<file path="config.mk">
export PLATFORM = sky130hd
export DESIGN_NAME = dimc_top
export DESIGN_NICKNAME = d
export VERILOG_FILES = /design/src/design/dimc_pkg.sv /design/src/design/dimc_sync.sv /design/src/design/dimc_top.sv
export SDC_FILE = /design/constraint.sdc
export NUM_CORES = 1
export LEC_CHECK = 0
export ABC_AREA = 1
export BUFFER_PORTS_ARGS = -buffer_cell sky130_fd_sc_hd__buf_2
export CORE_ASPECT_RATIO = 2
export CORE_MARGIN = 2
export CORE_UTILIZATION = 54
export CTS_CLUSTER_DIAMETER = 120
export DETAILED_ROUTE_END_ITERATION = 7
export PLACE_DENSITY = 0.83
export REMOVE_ABC_BUFFERS = 1
export SYNTH_ARGS = -nofsm -noshare
export SYNTH_HDL_FRONTEND = slang
export SYNTH_SLANG_ARGS = --single-unit
</file>
<file path="constraint.sdc">
create_clock -name aclk -period 3.3 [get_ports aclk]
set_input_delay 0.495 -clock aclk [delete_from_list [all_inputs] [get_ports aclk]]
set_output_delay 0.495 -clock aclk [all_outputs]
set_load 0.02 [all_outputs]
</file>
<file path="src/design/dimc_pkg.sv">
// Constants, carrier structs and state layout of the direct input mode
// control block.
// Assumes a single 200 MHz clock and an AXI4-Lite register bus.
`default_nettype none
package dimc_pkg;

  // Channel count and supply grouping
  localparam int unsigned NUM_CH = 8;
  localparam logic [7:0] EVEN_GROUP_MASK = 8'h55;
  localparam logic [7:0] ODD_GROUP_MASK = 8'hAA;

  // Register byte addresses
  localparam int unsigned AXI_AW = 8;
  localparam logic [7:0] ADDR_OUT_CTRL = 8'h00;
  localparam logic [7:0] ADDR_FIRST_MAP = 8'h04;
  localparam logic [7:0] ADDR_SECOND_MAP = 8'h08;
  localparam logic [7:0] ADDR_INPUT_MON = 8'h0C;
  localparam logic [7:0] ADDR_MODE_STAT = 8'h10;

  // Values after reset and while forced to default
  localparam logic [7:0] OUT_CTRL_DEF = 8'h00;
  localparam logic [7:0] FIRST_MAP_DEF = 8'h04;
  localparam logic [7:0] SECOND_MAP_DEF = 8'h08;

  // Bus responses
  localparam logic [1:0] RESP_OKAY = 2'h0;
  localparam logic [1:0] RESP_SLVERR = 2'h2;

  // Operating modes
  typedef enum logic [1:0] {
    DIMC_NORMAL,
    DIMC_SLEEP,
    DIMC_LIMP
  } dimc_mode_t;

  // Register selection from a bus address
  typedef enum logic [2:0] {
    SEL_OUT,
    SEL_FIRST_MAP,
    SEL_SECOND_MAP,
    SEL_INPUT_MON,
    SEL_MODE,
    SEL_NONE
  } dimc_sel_t;

  // Control pins travelling together through the synchroniser
  typedef struct packed {
    logic standby;
    logic second_direct_input;
    logic first_direct_input;
  } dimc_pins_t;

  // Synchroniser state
  typedef struct packed {
    dimc_pins_t q1;
    dimc_pins_t q2;
  } dimc_sync_t;

  localparam dimc_sync_t DIMC_SYNC_RST = '{q1: '0, q2: '0};

  // Main block state
  typedef struct packed {
    dimc_mode_t mode;
    logic [7:0] out_ctrl;
    logic [7:0] first_input_channel_map;
    logic [7:0] second_input_channel_map;
    logic [1:0] input_level_monitor;
    logic [7:0] drive;
    logic even_grp;
    logic odd_grp;
    logic uv_det_en;
    logic uv_flag;
    logic serial_en;
    logic aw_held;
    logic [7:0] aw_addr;
    logic w_held;
    logic [7:0] w_data;
    logic w_strb0;
    logic awready;
    logic wready;
    logic bvalid;
    logic [1:0] bresp;
    logic arready;
    logic rvalid;
    logic [31:0] rdata;
    logic [1:0] rresp;
  } dimc_state_t;

  localparam dimc_state_t DIMC_STATE_RST = '{
    mode: DIMC_SLEEP,
    out_ctrl: OUT_CTRL_DEF,
    first_input_channel_map: FIRST_MAP_DEF,
    second_input_channel_map: SECOND_MAP_DEF,
    bresp: RESP_OKAY,
    rresp: RESP_OKAY,
    rdata: 32'h0000_0000,
    default: '0
  };

endpackage
`default_nettype wire

</file>
<file path="src/design/dimc_sync.sv">
// Two-stage synchroniser for the direct input pins and the standby pin.
// Assumes the pins may change at any time relative to aclk.
`timescale 1ns/10ps
`default_nettype none
module dimc_sync
  import dimc_pkg::*;
(
  input wire logic aclk,
  input wire logic aresetn,
  input wire logic ce,
  input wire dimc_pins_t pins_in,
  output var dimc_pins_t pins_out
);

  dimc_sync_t s_ff;
  dimc_sync_t nxt_s;

  // First stage feeds only the second stage
  always_comb begin
    nxt_s = s_ff;
    nxt_s.q1 = pins_in;
    nxt_s.q2 = s_ff.q1;
  end

  // Frozen while the clock enable is low
  always_ff @(posedge aclk) begin
    if (!aresetn) begin
      s_ff <= DIMC_SYNC_RST;
    end else if (ce) begin
      s_ff <= nxt_s;
    end
  end

  assign pins_out = s_ff.q2;

endmodule
`default_nettype wire

</file>
<file path="src/design/dimc_top.sv">
// Direct input mode control: input mapping, input level monitor, mode
// selection from the standby pin and register access over AXI4-Lite.
// Assumes pins are asynchronous to aclk and the bus master obeys AXI4-Lite.
//
// Local design decisions: the AXI4-Lite slave port and the register addresses.
`timescale 1ns/10ps
`default_nettype none
// Overview of operation
// After reset the first input drives channel 2 and the second channel 3.
// Each input has its own software-writable channel map register.
// A channel is on if its control bit or any input mapped to it is high.
// The current level of each input pin is readable in a monitor register.
// The monitor keeps updating in limp home mode as in normal operation.
// Standby low with an input high enters limp home, default channels on.
// Standby low with both inputs low enters sleep mode.
// The host holds the standby pin for the entry and wake minimum times.
// While standby is low all accessible registers are held at default; the code holds only the output control and the two map registers.
// In sleep undervoltage detection is off and gives no indication.
// In sleep the serial port ignores transfers and stays disabled.
// Eight channels; even ones form one supply group, odd ones the other.
// A logic undervoltage blocks access and resets registers to default.
// Inputs and standby pass two flip-flop stages before use.
// In limp home the drive comes only from the default mapping.
module dimc_top
  import dimc_pkg::*;
(
  input wire logic aclk,
  input wire logic aresetn,
  input wire logic ce,
  input wire logic first_direct_input,
  input wire logic second_direct_input,
  input wire logic standby_pin,
  input wire logic vdd_uv_raw,
  input wire logic awvalid,
  output logic awready,
  input wire logic [7:0] awaddr,
  input wire logic wvalid,
  output logic wready,
  input wire logic [31:0] wdata,
  input wire logic [3:0] wstrb,
  output logic bvalid,
  input wire logic bready,
  output logic [1:0] bresp,
  input wire logic arvalid,
  output logic arready,
  input wire logic [7:0] araddr,
  output logic rvalid,
  input wire logic rready,
  output logic [31:0] rdata,
  output logic [1:0] rresp,
  output logic [7:0] channel_drive,
  output logic [1:0] op_mode,
  output logic even_group_on,
  output logic odd_group_on,
  output logic uv_detect_en,
  output logic uv_indication,
  output logic serial_port_en
);

  dimc_state_t s_ff;
  dimc_state_t nxt_s;
  dimc_pins_t raw_pins;
  dimc_pins_t pins;
  logic do_write;
  logic wr_block;
  logic hold_dflt;
  dimc_sel_t wsel;
  dimc_sel_t rsel;

  // Address decode shared by the read and the write path
  function automatic dimc_sel_t reg_sel(input logic [7:0] addr);
    case (addr)
      ADDR_OUT_CTRL: reg_sel = SEL_OUT;
      ADDR_FIRST_MAP: reg_sel = SEL_FIRST_MAP;
      ADDR_SECOND_MAP: reg_sel = SEL_SECOND_MAP;
      ADDR_INPUT_MON: reg_sel = SEL_INPUT_MON;
      ADDR_MODE_STAT: reg_sel = SEL_MODE;
      default: reg_sel = SEL_NONE;
    endcase
  endfunction

  // OR of control bits and mapped inputs, per channel
  function automatic logic [7:0] chan_or(
    input logic [7:0] out_bits,
    input logic [7:0] map_a,
    input logic [7:0] map_b,
    input logic in_a,
    input logic in_b
  );
    chan_or = out_bits | (map_a & {NUM_CH{in_a}}) | (map_b & {NUM_CH{in_b}});
  endfunction

  // Read data for a selected register; narrow fields sit in the low bits
  function automatic logic [31:0] read_word(
    input dimc_sel_t sel,
    input dimc_state_t st
  );
    case (sel)
      SEL_OUT: read_word = {24'h00_0000, st.out_ctrl};
      SEL_FIRST_MAP: read_word = {24'h00_0000, st.first_input_channel_map};
      SEL_SECOND_MAP: read_word = {24'h00_0000, st.second_input_channel_map};
      SEL_INPUT_MON: read_word = {30'h0000_0000, st.input_level_monitor};
      SEL_MODE: read_word = {30'h0000_0000, st.mode};
      default: read_word = 32'h0000_0000;
    endcase
  endfunction

  // Pins bundled and synchronised before any use
  assign raw_pins = '{standby: standby_pin,
                      second_direct_input: second_direct_input,
                      first_direct_input: first_direct_input};

  dimc_sync u_sync (
    .aclk(aclk),
    .aresetn(aresetn),
    .ce(ce),
    .pins_in(raw_pins),
    .pins_out(pins)
  );

  // Next-state logic for mode, registers, drive and the bus slave
  always_comb begin
    nxt_s = s_ff;
    wsel = reg_sel(s_ff.aw_addr);
    rsel = reg_sel(araddr);

    // Mode from synchronised standby and inputs
    if (pins.standby) begin
      nxt_s.mode = DIMC_NORMAL;
    end else if (pins.first_direct_input || pins.second_direct_input) begin
      nxt_s.mode = DIMC_LIMP;
    end else begin
      nxt_s.mode = DIMC_SLEEP;
    end

    // Undervoltage detection only outside sleep
    nxt_s.uv_det_en = (nxt_s.mode != DIMC_SLEEP);
    nxt_s.uv_flag = vdd_uv_raw && nxt_s.uv_det_en;
    nxt_s.serial_en = (nxt_s.mode != DIMC_SLEEP);

    // Sleep and undervoltage lock the port; limp writes are later overridden
    wr_block = (nxt_s.mode == DIMC_SLEEP) || s_ff.uv_flag;
    hold_dflt = !pins.standby || s_ff.uv_flag;

    // Address and data are taken independently, in either order
    if (awvalid && s_ff.awready) begin
      nxt_s.aw_held = 1'b1;
      nxt_s.aw_addr = awaddr;
    end
    if (wvalid && s_ff.wready) begin
      nxt_s.w_held = 1'b1;
      nxt_s.w_data = wdata[7:0];
      nxt_s.w_strb0 = wstrb[0];
    end
    if (s_ff.bvalid && bready) begin
      nxt_s.bvalid = 1'b0;
    end

    // Write commits once both halves are held and no answer is pending
    do_write = s_ff.aw_held && s_ff.w_held && !s_ff.bvalid;
    if (do_write) begin
      nxt_s.aw_held = 1'b0;
      nxt_s.w_held = 1'b0;
      nxt_s.bvalid = 1'b1;
      nxt_s.bresp = RESP_OKAY;
      if (wr_block) begin
        nxt_s.bresp = RESP_SLVERR;
      end else begin
        case (wsel)
          SEL_OUT: begin
            if (s_ff.w_strb0) begin
              nxt_s.out_ctrl = s_ff.w_data;
            end
          end
          SEL_FIRST_MAP: begin
            if (s_ff.w_strb0) begin
              nxt_s.first_input_channel_map = s_ff.w_data;
            end
          end
          SEL_SECOND_MAP: begin
            if (s_ff.w_strb0) begin
              nxt_s.second_input_channel_map = s_ff.w_data;
            end
          end
          default: begin
            nxt_s.bresp = RESP_SLVERR;
          end
        endcase
      end
    end

    // Forced defaults win over a write in the same cycle
    if (hold_dflt) begin
      nxt_s.out_ctrl = OUT_CTRL_DEF;
      nxt_s.first_input_channel_map = FIRST_MAP_DEF;
      nxt_s.second_input_channel_map = SECOND_MAP_DEF;
    end

    // Read path: one outstanding read, answer one cycle after acceptance
    if (s_ff.rvalid && rready) begin
      nxt_s.rvalid = 1'b0;
    end
    if (arvalid && s_ff.arready) begin
      nxt_s.rvalid = 1'b1;
      if (wr_block) begin
        nxt_s.rdata = 32'h0000_0000;
        nxt_s.rresp = RESP_SLVERR;
      end else if (rsel == SEL_NONE) begin
        nxt_s.rdata = 32'h0000_0000;
        nxt_s.rresp = RESP_SLVERR;
      end else begin
        nxt_s.rdata = read_word(rsel, s_ff);
        nxt_s.rresp = RESP_OKAY;
      end
    end

    // Ready flags registered so every bus output comes from a flop
    nxt_s.awready = !nxt_s.aw_held && !nxt_s.bvalid;
    nxt_s.wready = !nxt_s.w_held && !nxt_s.bvalid;
    nxt_s.arready = !nxt_s.rvalid;

    // Monitor follows the pins in every mode, limp home included
    nxt_s.input_level_monitor = {pins.second_direct_input,
                                 pins.first_direct_input};

    // Channel drive; limp ignores registers that are about to be defaulted
    case (nxt_s.mode)
      DIMC_NORMAL: begin
        nxt_s.drive = chan_or(s_ff.out_ctrl, s_ff.first_input_channel_map,
                              s_ff.second_input_channel_map,
                              pins.first_direct_input,
                              pins.second_direct_input);
      end
      DIMC_LIMP: begin
        nxt_s.drive = chan_or(OUT_CTRL_DEF, FIRST_MAP_DEF, SECOND_MAP_DEF,
                              pins.first_direct_input,
                              pins.second_direct_input);
      end
      DIMC_SLEEP: begin
        nxt_s.drive = 8'h00;
      end
      default: begin
        nxt_s.drive = 8'h00;
      end
    endcase

    // Supply group activity for the two battery feeds
    nxt_s.even_grp = |(nxt_s.drive & EVEN_GROUP_MASK);
    nxt_s.odd_grp = |(nxt_s.drive & ODD_GROUP_MASK);
  end

  // Single state register; clock enable freezes everything
  always_ff @(posedge aclk) begin
    if (!aresetn) begin
      s_ff <= DIMC_STATE_RST;
    end else if (ce) begin
      s_ff <= nxt_s;
    end
  end

  // Outputs straight from the state register
  assign awready = s_ff.awready;
  assign wready = s_ff.wready;
  assign bvalid = s_ff.bvalid;
  assign bresp = s_ff.bresp;
  assign arready = s_ff.arready;
  assign rvalid = s_ff.rvalid;
  assign rdata = s_ff.rdata;
  assign rresp = s_ff.rresp;
  assign channel_drive = s_ff.drive;
  assign op_mode = s_ff.mode;
  assign even_group_on = s_ff.even_grp;
  assign odd_group_on = s_ff.odd_grp;
  assign uv_detect_en = s_ff.uv_det_en;
  assign uv_indication = s_ff.uv_flag;
  assign serial_port_en = s_ff.serial_en;
endmodule
`default_nettype wire

</file>
==> results of run 1 <==
==> cell families after synthesis <==
kind of cell / Yosys count / synth area share (%)
AO/OA/AOI/OAI: 115 / 15.4
buffers and inverters: 121 / 17.2
flip-flops: 80 / 40.9
other: 1 / 0.0957
AND/OR/NAND/NOR: 236 / 26.4
==> critical path, cell delays in order <==
cell	delay (ns)
buf_2	0.22
buf_4	0.23
nand2_2	0.11
o22ai_4	0.38
nand2_2	0.24
o21ai_0	0.26
nor2_1	0.07
==> cell type report <==
| cell class | instances | area, um2 |
|---|---|---|
| inverters | 54 | 216 |
| well taps | 92 | 115 |
| multi-input cells | 377 | 1740 |
| flip-flops and latches | 80 | 1600 |
| repair buffers | 69 | 353 |
| clock inverters | 2 | 35.0 |
| fillers | 672 | 2820 |
| clock buffers | 14 | 284 |
==> where the power goes <==
part           switching [uW]  internal (uW)  total, uW
registers                44.6           1020       1070
logic                     200           93.8        294
clock network             364            667       1030
total                     609           1780       2390
==> layer usage <==
layer / part of all wire [%] / routed length (um) / vias up
met4: 3.4 / 287 / 0
met1: 40 / 3360 / 1497
met5: 0 / 0 / -
met3: 7.1 / 599 / 24
met2: 49 / 4160 / 139
li1: - / - / 1781
==> final timing paths <==
kind,from,endpoint,slack (ns),depth (start not counted)
min,first_direct_input,u_sync.nxt_s[0],0.39,3
min reg2reg,s_ff[47],s_ff[47],0.45,2
max,ce,s_ff[91],1.51,7
max reg2reg,u_sync.pins_out[2],s_ff[91],1.54,6
==> state kept, by name, summed over array words and instances, names as in the netlist <==
register	count
s_ff	45
channel_drive	8
rdata	8
u_sync.nxt_s	3
u_sync.pins_out	3
op_mode	2
arready	1
awready	1
bresp	1
bvalid	1
even_group_on	1
odd_group_on	1
rresp	1
rvalid	1
serial_port_en	1
uv_indication	1
wready	1
==> per-stage QoR <==
| stage | worst slack, ns | hold WS [ns] | instance area [um2] | instances | utilization, % |
|---|---|---|---|---|---|
| after detailed placement | 1.16 | 0.443 | 4020 | 672 | 56.2 |
| after global placement | 1.19 | 0.435 | 4020 | 672 | 56.2 |
| after floorplan | 1.77 | 0.423 | 3550 | 511 | - |
| after global routing | 1.34 | 0.387 | 4340 | 688 | 60.7 |
| final | 1.51 | 0.387 | 4340 | 688 | 60.7 |
| after CTS | 1.52 | 0.382 | 4340 | 688 | 60.7 |
==> placed cells by master, fill, tap and decap left out, types with 3 or more instances in the layout <==
master	n
clkbuf_8	4
dfxtp_1	80
nand2_2	7
buf_4	3
nand2_1	96
nand3_1	44
a21oi_1	54
clkbuf_16	9
nor2_2	7
nor2_1	74
o21ai_0	54
buf_2	66
inv_1	46
nand4_1	3
conb_1	26
==> summary.txt, run 1 <==
GRT
  • GRT Overall Usage: 22.0%
  • Total gr overflow: 0
  • Grt met2 use: 35.0%
  • Met1 usage: 27.0%
  • Initial antenna violation count: 0
  • Vias in the first global route: 3017
  • Met3 usage: 6.32%
  • GR peak layer: met2
  • First-pass GRT wire length: 13900 um
  • Largest net degree at the start of global routing: 63

Cells and area
  • Layout area overhead: 10.8%
  • Share of cells above drive strength 1: 18.3%
  • ANT cells: 0
  • Layout Nets: 655

Logic synthesis
  • Top-area cell type share of the netlist area: 40.9%
  • Ys async rst share: 0%
  • Post-synth cell types: 34
  • Cell taking the most area after synthesis: dfxtp_1
  • Most frequent cell after synthesis: nand2_1
  • Number of synthesized flops with an enable pin: 0
  • Most frequent cells after synthesis: nand2_1 (96), dfxtp_1 (80), nor2_1 (74)
  • Prevailing post-synth register cell: dfxtp_1
  • Area contributors post-synth: dfxtp_1 (41%), buf_4 (9.2%), nand2_1 (9.2%)
  • Synth Warn #: 0
  • Cells after synthesis: 553
  • Avg Cell Area, Syn: 7.08 um2
  • #FFs+latches synth: 80
  • Seq/Total Area, Yosys: 40.9%
  • Post-Syn Area: 3920 um2

Min path
  • HP Class: in2reg

Detailed routing
  • DRT antenna net count: 0
  • Via count: 3441
  • DRC Markers: 0
  • Vias per Instance: 5.00
  • First-pass detailed-route iteration total: 5
  • DR WL/cell: 12.2 um
  • Final WL: 8400 um
  • Initial drt markers: 276

Die
  • Die Ht: 124 um
  • Core Area: 7160 um2
  • # rows: 44
  • Die area: 7990 um2
  • Initial core utilization: 54.7%
  • IO Count: 120
  • Die Wd: 64.2 um

Power
  • P_leak: 0.00203 uW
  • Peak supply drop: 0.000442 V
  • Power per cell area: 551 nW/um2
  • Total Power: 2390 uW

Clock network
  • CTS Hold Bufs: 0
  • Num CTS Buffers: 9
  • Sink Count: 80
  • Gates resized, CTS repair: 0
  • Setup Buffers After CTS: 0
  • CTS max path bufs: 2
  • CTS tree: done
  • Clk Latency, worst-skew pair: 0.34 ns
  • Register clock-pin slew on the reported worst setup and hold paths: 0.05 ns
  • Clk root buf: clkbuf_16
  • H-tree depth: 3

STA
  • Least-Margin Pin Slew: 0.627 ns
  • RSZ-0062 raised after global routing: no
  • Fin crit share: 54.3%
  • Fmax: 558 MHz
  • Setup TNS: 0 ns
  • Max Slew Vio Count: 0
  • Final Skew: 0.00389 ns
  • Setup Viol. Count Final: 0
  • Slew HR: 58.1%
  • Endpoints failing hold: 0
  • Post-layout min period: 1.79 ns

Run status
  • Status: finished, final reports clean

Critical path
  • Crit end category: flop
  • Critical path class: in2reg
  • Worst Setup Start Kind: input port
  • Worst EP required: 3.52 ns
  • Worst Path Arrival: 2.02 ns
  • Crit Path Max Fanout: 14

Place
  • Gpl congestion: 0.886
  • Port Buffers: 66
  • Post-DP HPWL: 6050 um

Run
  • Max-cap violations: 0
Power figures use the tool's default switching activity.
==> run 2, diff against run 1 <==
- CORE_UTILIZATION: 54 -> 51
- PLACE_DENSITY: 0.83 -> 0.79
- clock period: 3.3 -> 1.8 ns (I/O delays scaled with it)
==> run 2 against run 1 <==
Net effect:
- worst setup slack lost 1.2 ns
- non-clock buffer count grew 8
- global-route usage shrank 0.60 points
- combinational power grew 90%
==> summary.txt, run 2 (synthesized netlist as in run 1, its figures left out) <==
Place
  • Gpl congestion: 0.941 (+6.3%)
  • Post-DP HPWL: 6530 um (+8.0%)
  • Port Buffers: 66 (unchanged)
  • Placed instance area: 4090 um2 (+1.6%)

GRT
  • Met1 usage: 20.7% (-6.2 points)
  • Met3 usage: 5.09% (-1.2 points)
  • Total gr overflow: 0 (unchanged)
  • Vias in the first global route: 3141 (+4.1%)
  • Initial antenna violation count: 0 (unchanged)
  • GRT Overall Usage: 21.4% (-0.60 points)
  • Grt met2 use: 39.8% (+4.8 points)
  • First-pass GRT wire length: 13900 um (+0.25%)
  • Largest net degree at the start of global routing: 63 (unchanged)
  • GR peak layer: met2

STA
  • RSZ-0062 raised after global routing: no
  • Max Slew Vio Count: 0 (unchanged)
  • Fmax: 680 MHz
  • Setup TNS: 0 ns (unchanged)
  • Post-layout min period: 1.47 ns
  • Setup Viol. Count Final: 0 (unchanged)
  • Final Skew: 0.00844 ns (+0.00455 ns)
  • Fin crit share: 81.7%
  • Fin Hold WS: 0.151 ns (-0.235 ns)
  • Endpoints failing hold: 0 (unchanged)
  • Slew HR: 63.8% (+5.7 points)
  • Least-Margin Pin Slew: 0.541 ns (-0.0861 ns)

Power
  • Power per cell area: 1010 nW/um2 (+83%)
  • Total Power: 4450 uW (+86%)
  • Internal power: 3270 uW (+83%)
  • Combinational power share: 12.6% (+0.3 points)
  • Sequential fraction of design power: 43.7% (-0.9 points)
  • Net Sw Power: 1180 uW (+94%)
  • P_leak: 0.00206 uW (+1.6%)
  • Clock share of power: 43.7% (+0.6 points)
  • Sw Share: 26.6% (+1.1 points)
  • Peak supply drop: 0.000628 V (+42%)

Run
  • Max-cap violations: 0 (unchanged)

Critical path
  • R2R cell count: 8 (+2)
  • Critical-path top delay cell: dfxtp_1
  • CP top delay family: simple AND/OR/NAND/NOR gates
  • Critical path, cell by cell: nor2_1 > nand2_1 > nand2_1 > nor2_1 > nand2_1 > inv_2 > nand2_1 > a21oi_1
  • Worst Path Arrival: 1.73 ns (-0.29 ns)
  • Critical path's largest stage delay: 0.50 ns (+0.12 ns)
  • WP buf/inv: 1 (-1)
  • Crit Path Max Fanout: 7 (-7)
  • Critical path class: reg2reg
  • Crit end category: flop
  • Worst EP required: 2.06 ns (-1.46 ns)
  • Top cell by count, worst path: nand2_1
  • Stages on worst setup path: 8 (+1)
  • Worst Setup Start Kind: flop

Clock network
  • H-tree depth: 3 (unchanged)
  • Gates resized, CTS repair: 0 (unchanged)
  • CTS tree: done
  • Num CTS Buffers: 9 (unchanged)
  • CTS max path bufs: 2 (unchanged)
  • Clk root buf: clkbuf_16
  • Sink Count: 80 (unchanged)
  • CTS Hold Bufs: 0 (unchanged)
  • Setup Buffers After CTS: 0 (unchanged)
  • Clk Latency, worst-skew pair: 0.34 ns (about the same)
  • Register clock-pin slew on the reported worst setup and hold paths: 0.06 ns (about the same)

Die
  • Initial core utilization: 51.9% (-2.8 points)
  • Die Wd: 66.0 um (+2.7%)
  • Core Area: 7540 um2 (+5.4%)
  • Die Ht: 128 um (+2.8%)
  • Die area: 8440 um2 (+5.6%)
  • IO Count: 120 (unchanged)
  • # rows: 45 (+2.3%)

Detailed routing
  • DRC Markers: 0 (unchanged)
  • Final WL: 8720 um (+3.9%)
  • DR WL/cell: 12.5 um (+2.4%)
  • Vias per Instance: 5.01 (+0.17%)
  • First-pass detailed-route iteration total: 5 (unchanged)
  • DRT antenna net count: 0 (unchanged)
  • Via count: 3497 (+1.6%)
  • Initial drt markers: 157 (-43%)

Min path
  • Hold Crit Depth: 3 (unchanged)
  • HP Class: in2reg

Cells and area
  • Largest register FFs: 45 (unchanged)
  • Layout area overhead: 12.4%
  • Design Area, Final: 4400 um2 (+1.4%)
  • # fillers: 746 (+11%)
  • Most frequent cells in the layout: nand2_1 (96), dfxtp_1 (80), nor2_1 (74), buf_2 (66)
  • ANT cells: 0 (unchanged)
  • Share of cells above drive strength 1: 19.5% (+1.2 points)
  • Layout Nets: 663 (+1.2%)
  • Most common library cell in the layout ignoring fill and taps: nand2_1
  • Most flop-heavy register: s_ff

Run status
  • Status: finished, final reports clean
-- run 2: changes by cell type in the layout (fill, tap and decap cells not counted) --
cell	change
buf_4	+8
clkbuf_8	-4
clkinvlp_4	+2
bufinv_16	+1
clkbuf_1	-1
clkinv_2	+1
inv_6	+1
-- run 2: power by group through the flow --
stage / Combinational, uW / Clock, uW / Sequential (uW)
final: 560 / 1940 / 1950
after global routing: 629 / 2050 / 1960
after CTS: 561 / 1970 / 1940
after detailed placement: 559 / 0 / 1980
after global placement: 547 / 0 / 1980
after floorplan: 335 / 0 / 2000
-- run 2: final timing paths --
check	startpoint	to	slack, ns
worst min register to register	s_ff[47]	s_ff[47]	0.45
worst max register to register	u_sync.pins_out[0]	rdata[4]	0.33
worst max-delay path	u_sync.pins_out[0]	rdata[4]	0.33
worst min-delay path	first_direct_input	u_sync.nxt_s[0]	0.15
-- run 2: metrics by stage --
stage               cells  setup WS (ns)  utilization, %
floorplan             511          0.271               -
global placement      682          0.388            54.1
detailed placement    682          0.348            54.1
CTS                   698          0.341            58.4
global route          698          0.152            58.4
finish                698          0.329            58.4
-- run 2: metal layers --
metal	routed length [um]	part of all wire (%)
met4	359	4.1
met5	0	0
met1	3100	36
met3	440	5.0
met2	4820	55
-- run 2: area by class of cell --
type	instances	area (um2)	area share, %
clock buffers	9	225	5.11
multi-input cells	377	1740	39.4
repair buffers	77	413	9.38
clock inverters	7	93.8	2.13
flip-flops and latches	80	1600	36.4
inverters	54	216	4.91
well taps	94	118	2.67
-- run 2: worst min-delay path: cells and delay by family --
kind                   cells  cell delay [ns]
buffers and inverters      1             0.07
AND/OR/NAND/NOR            2             0.11
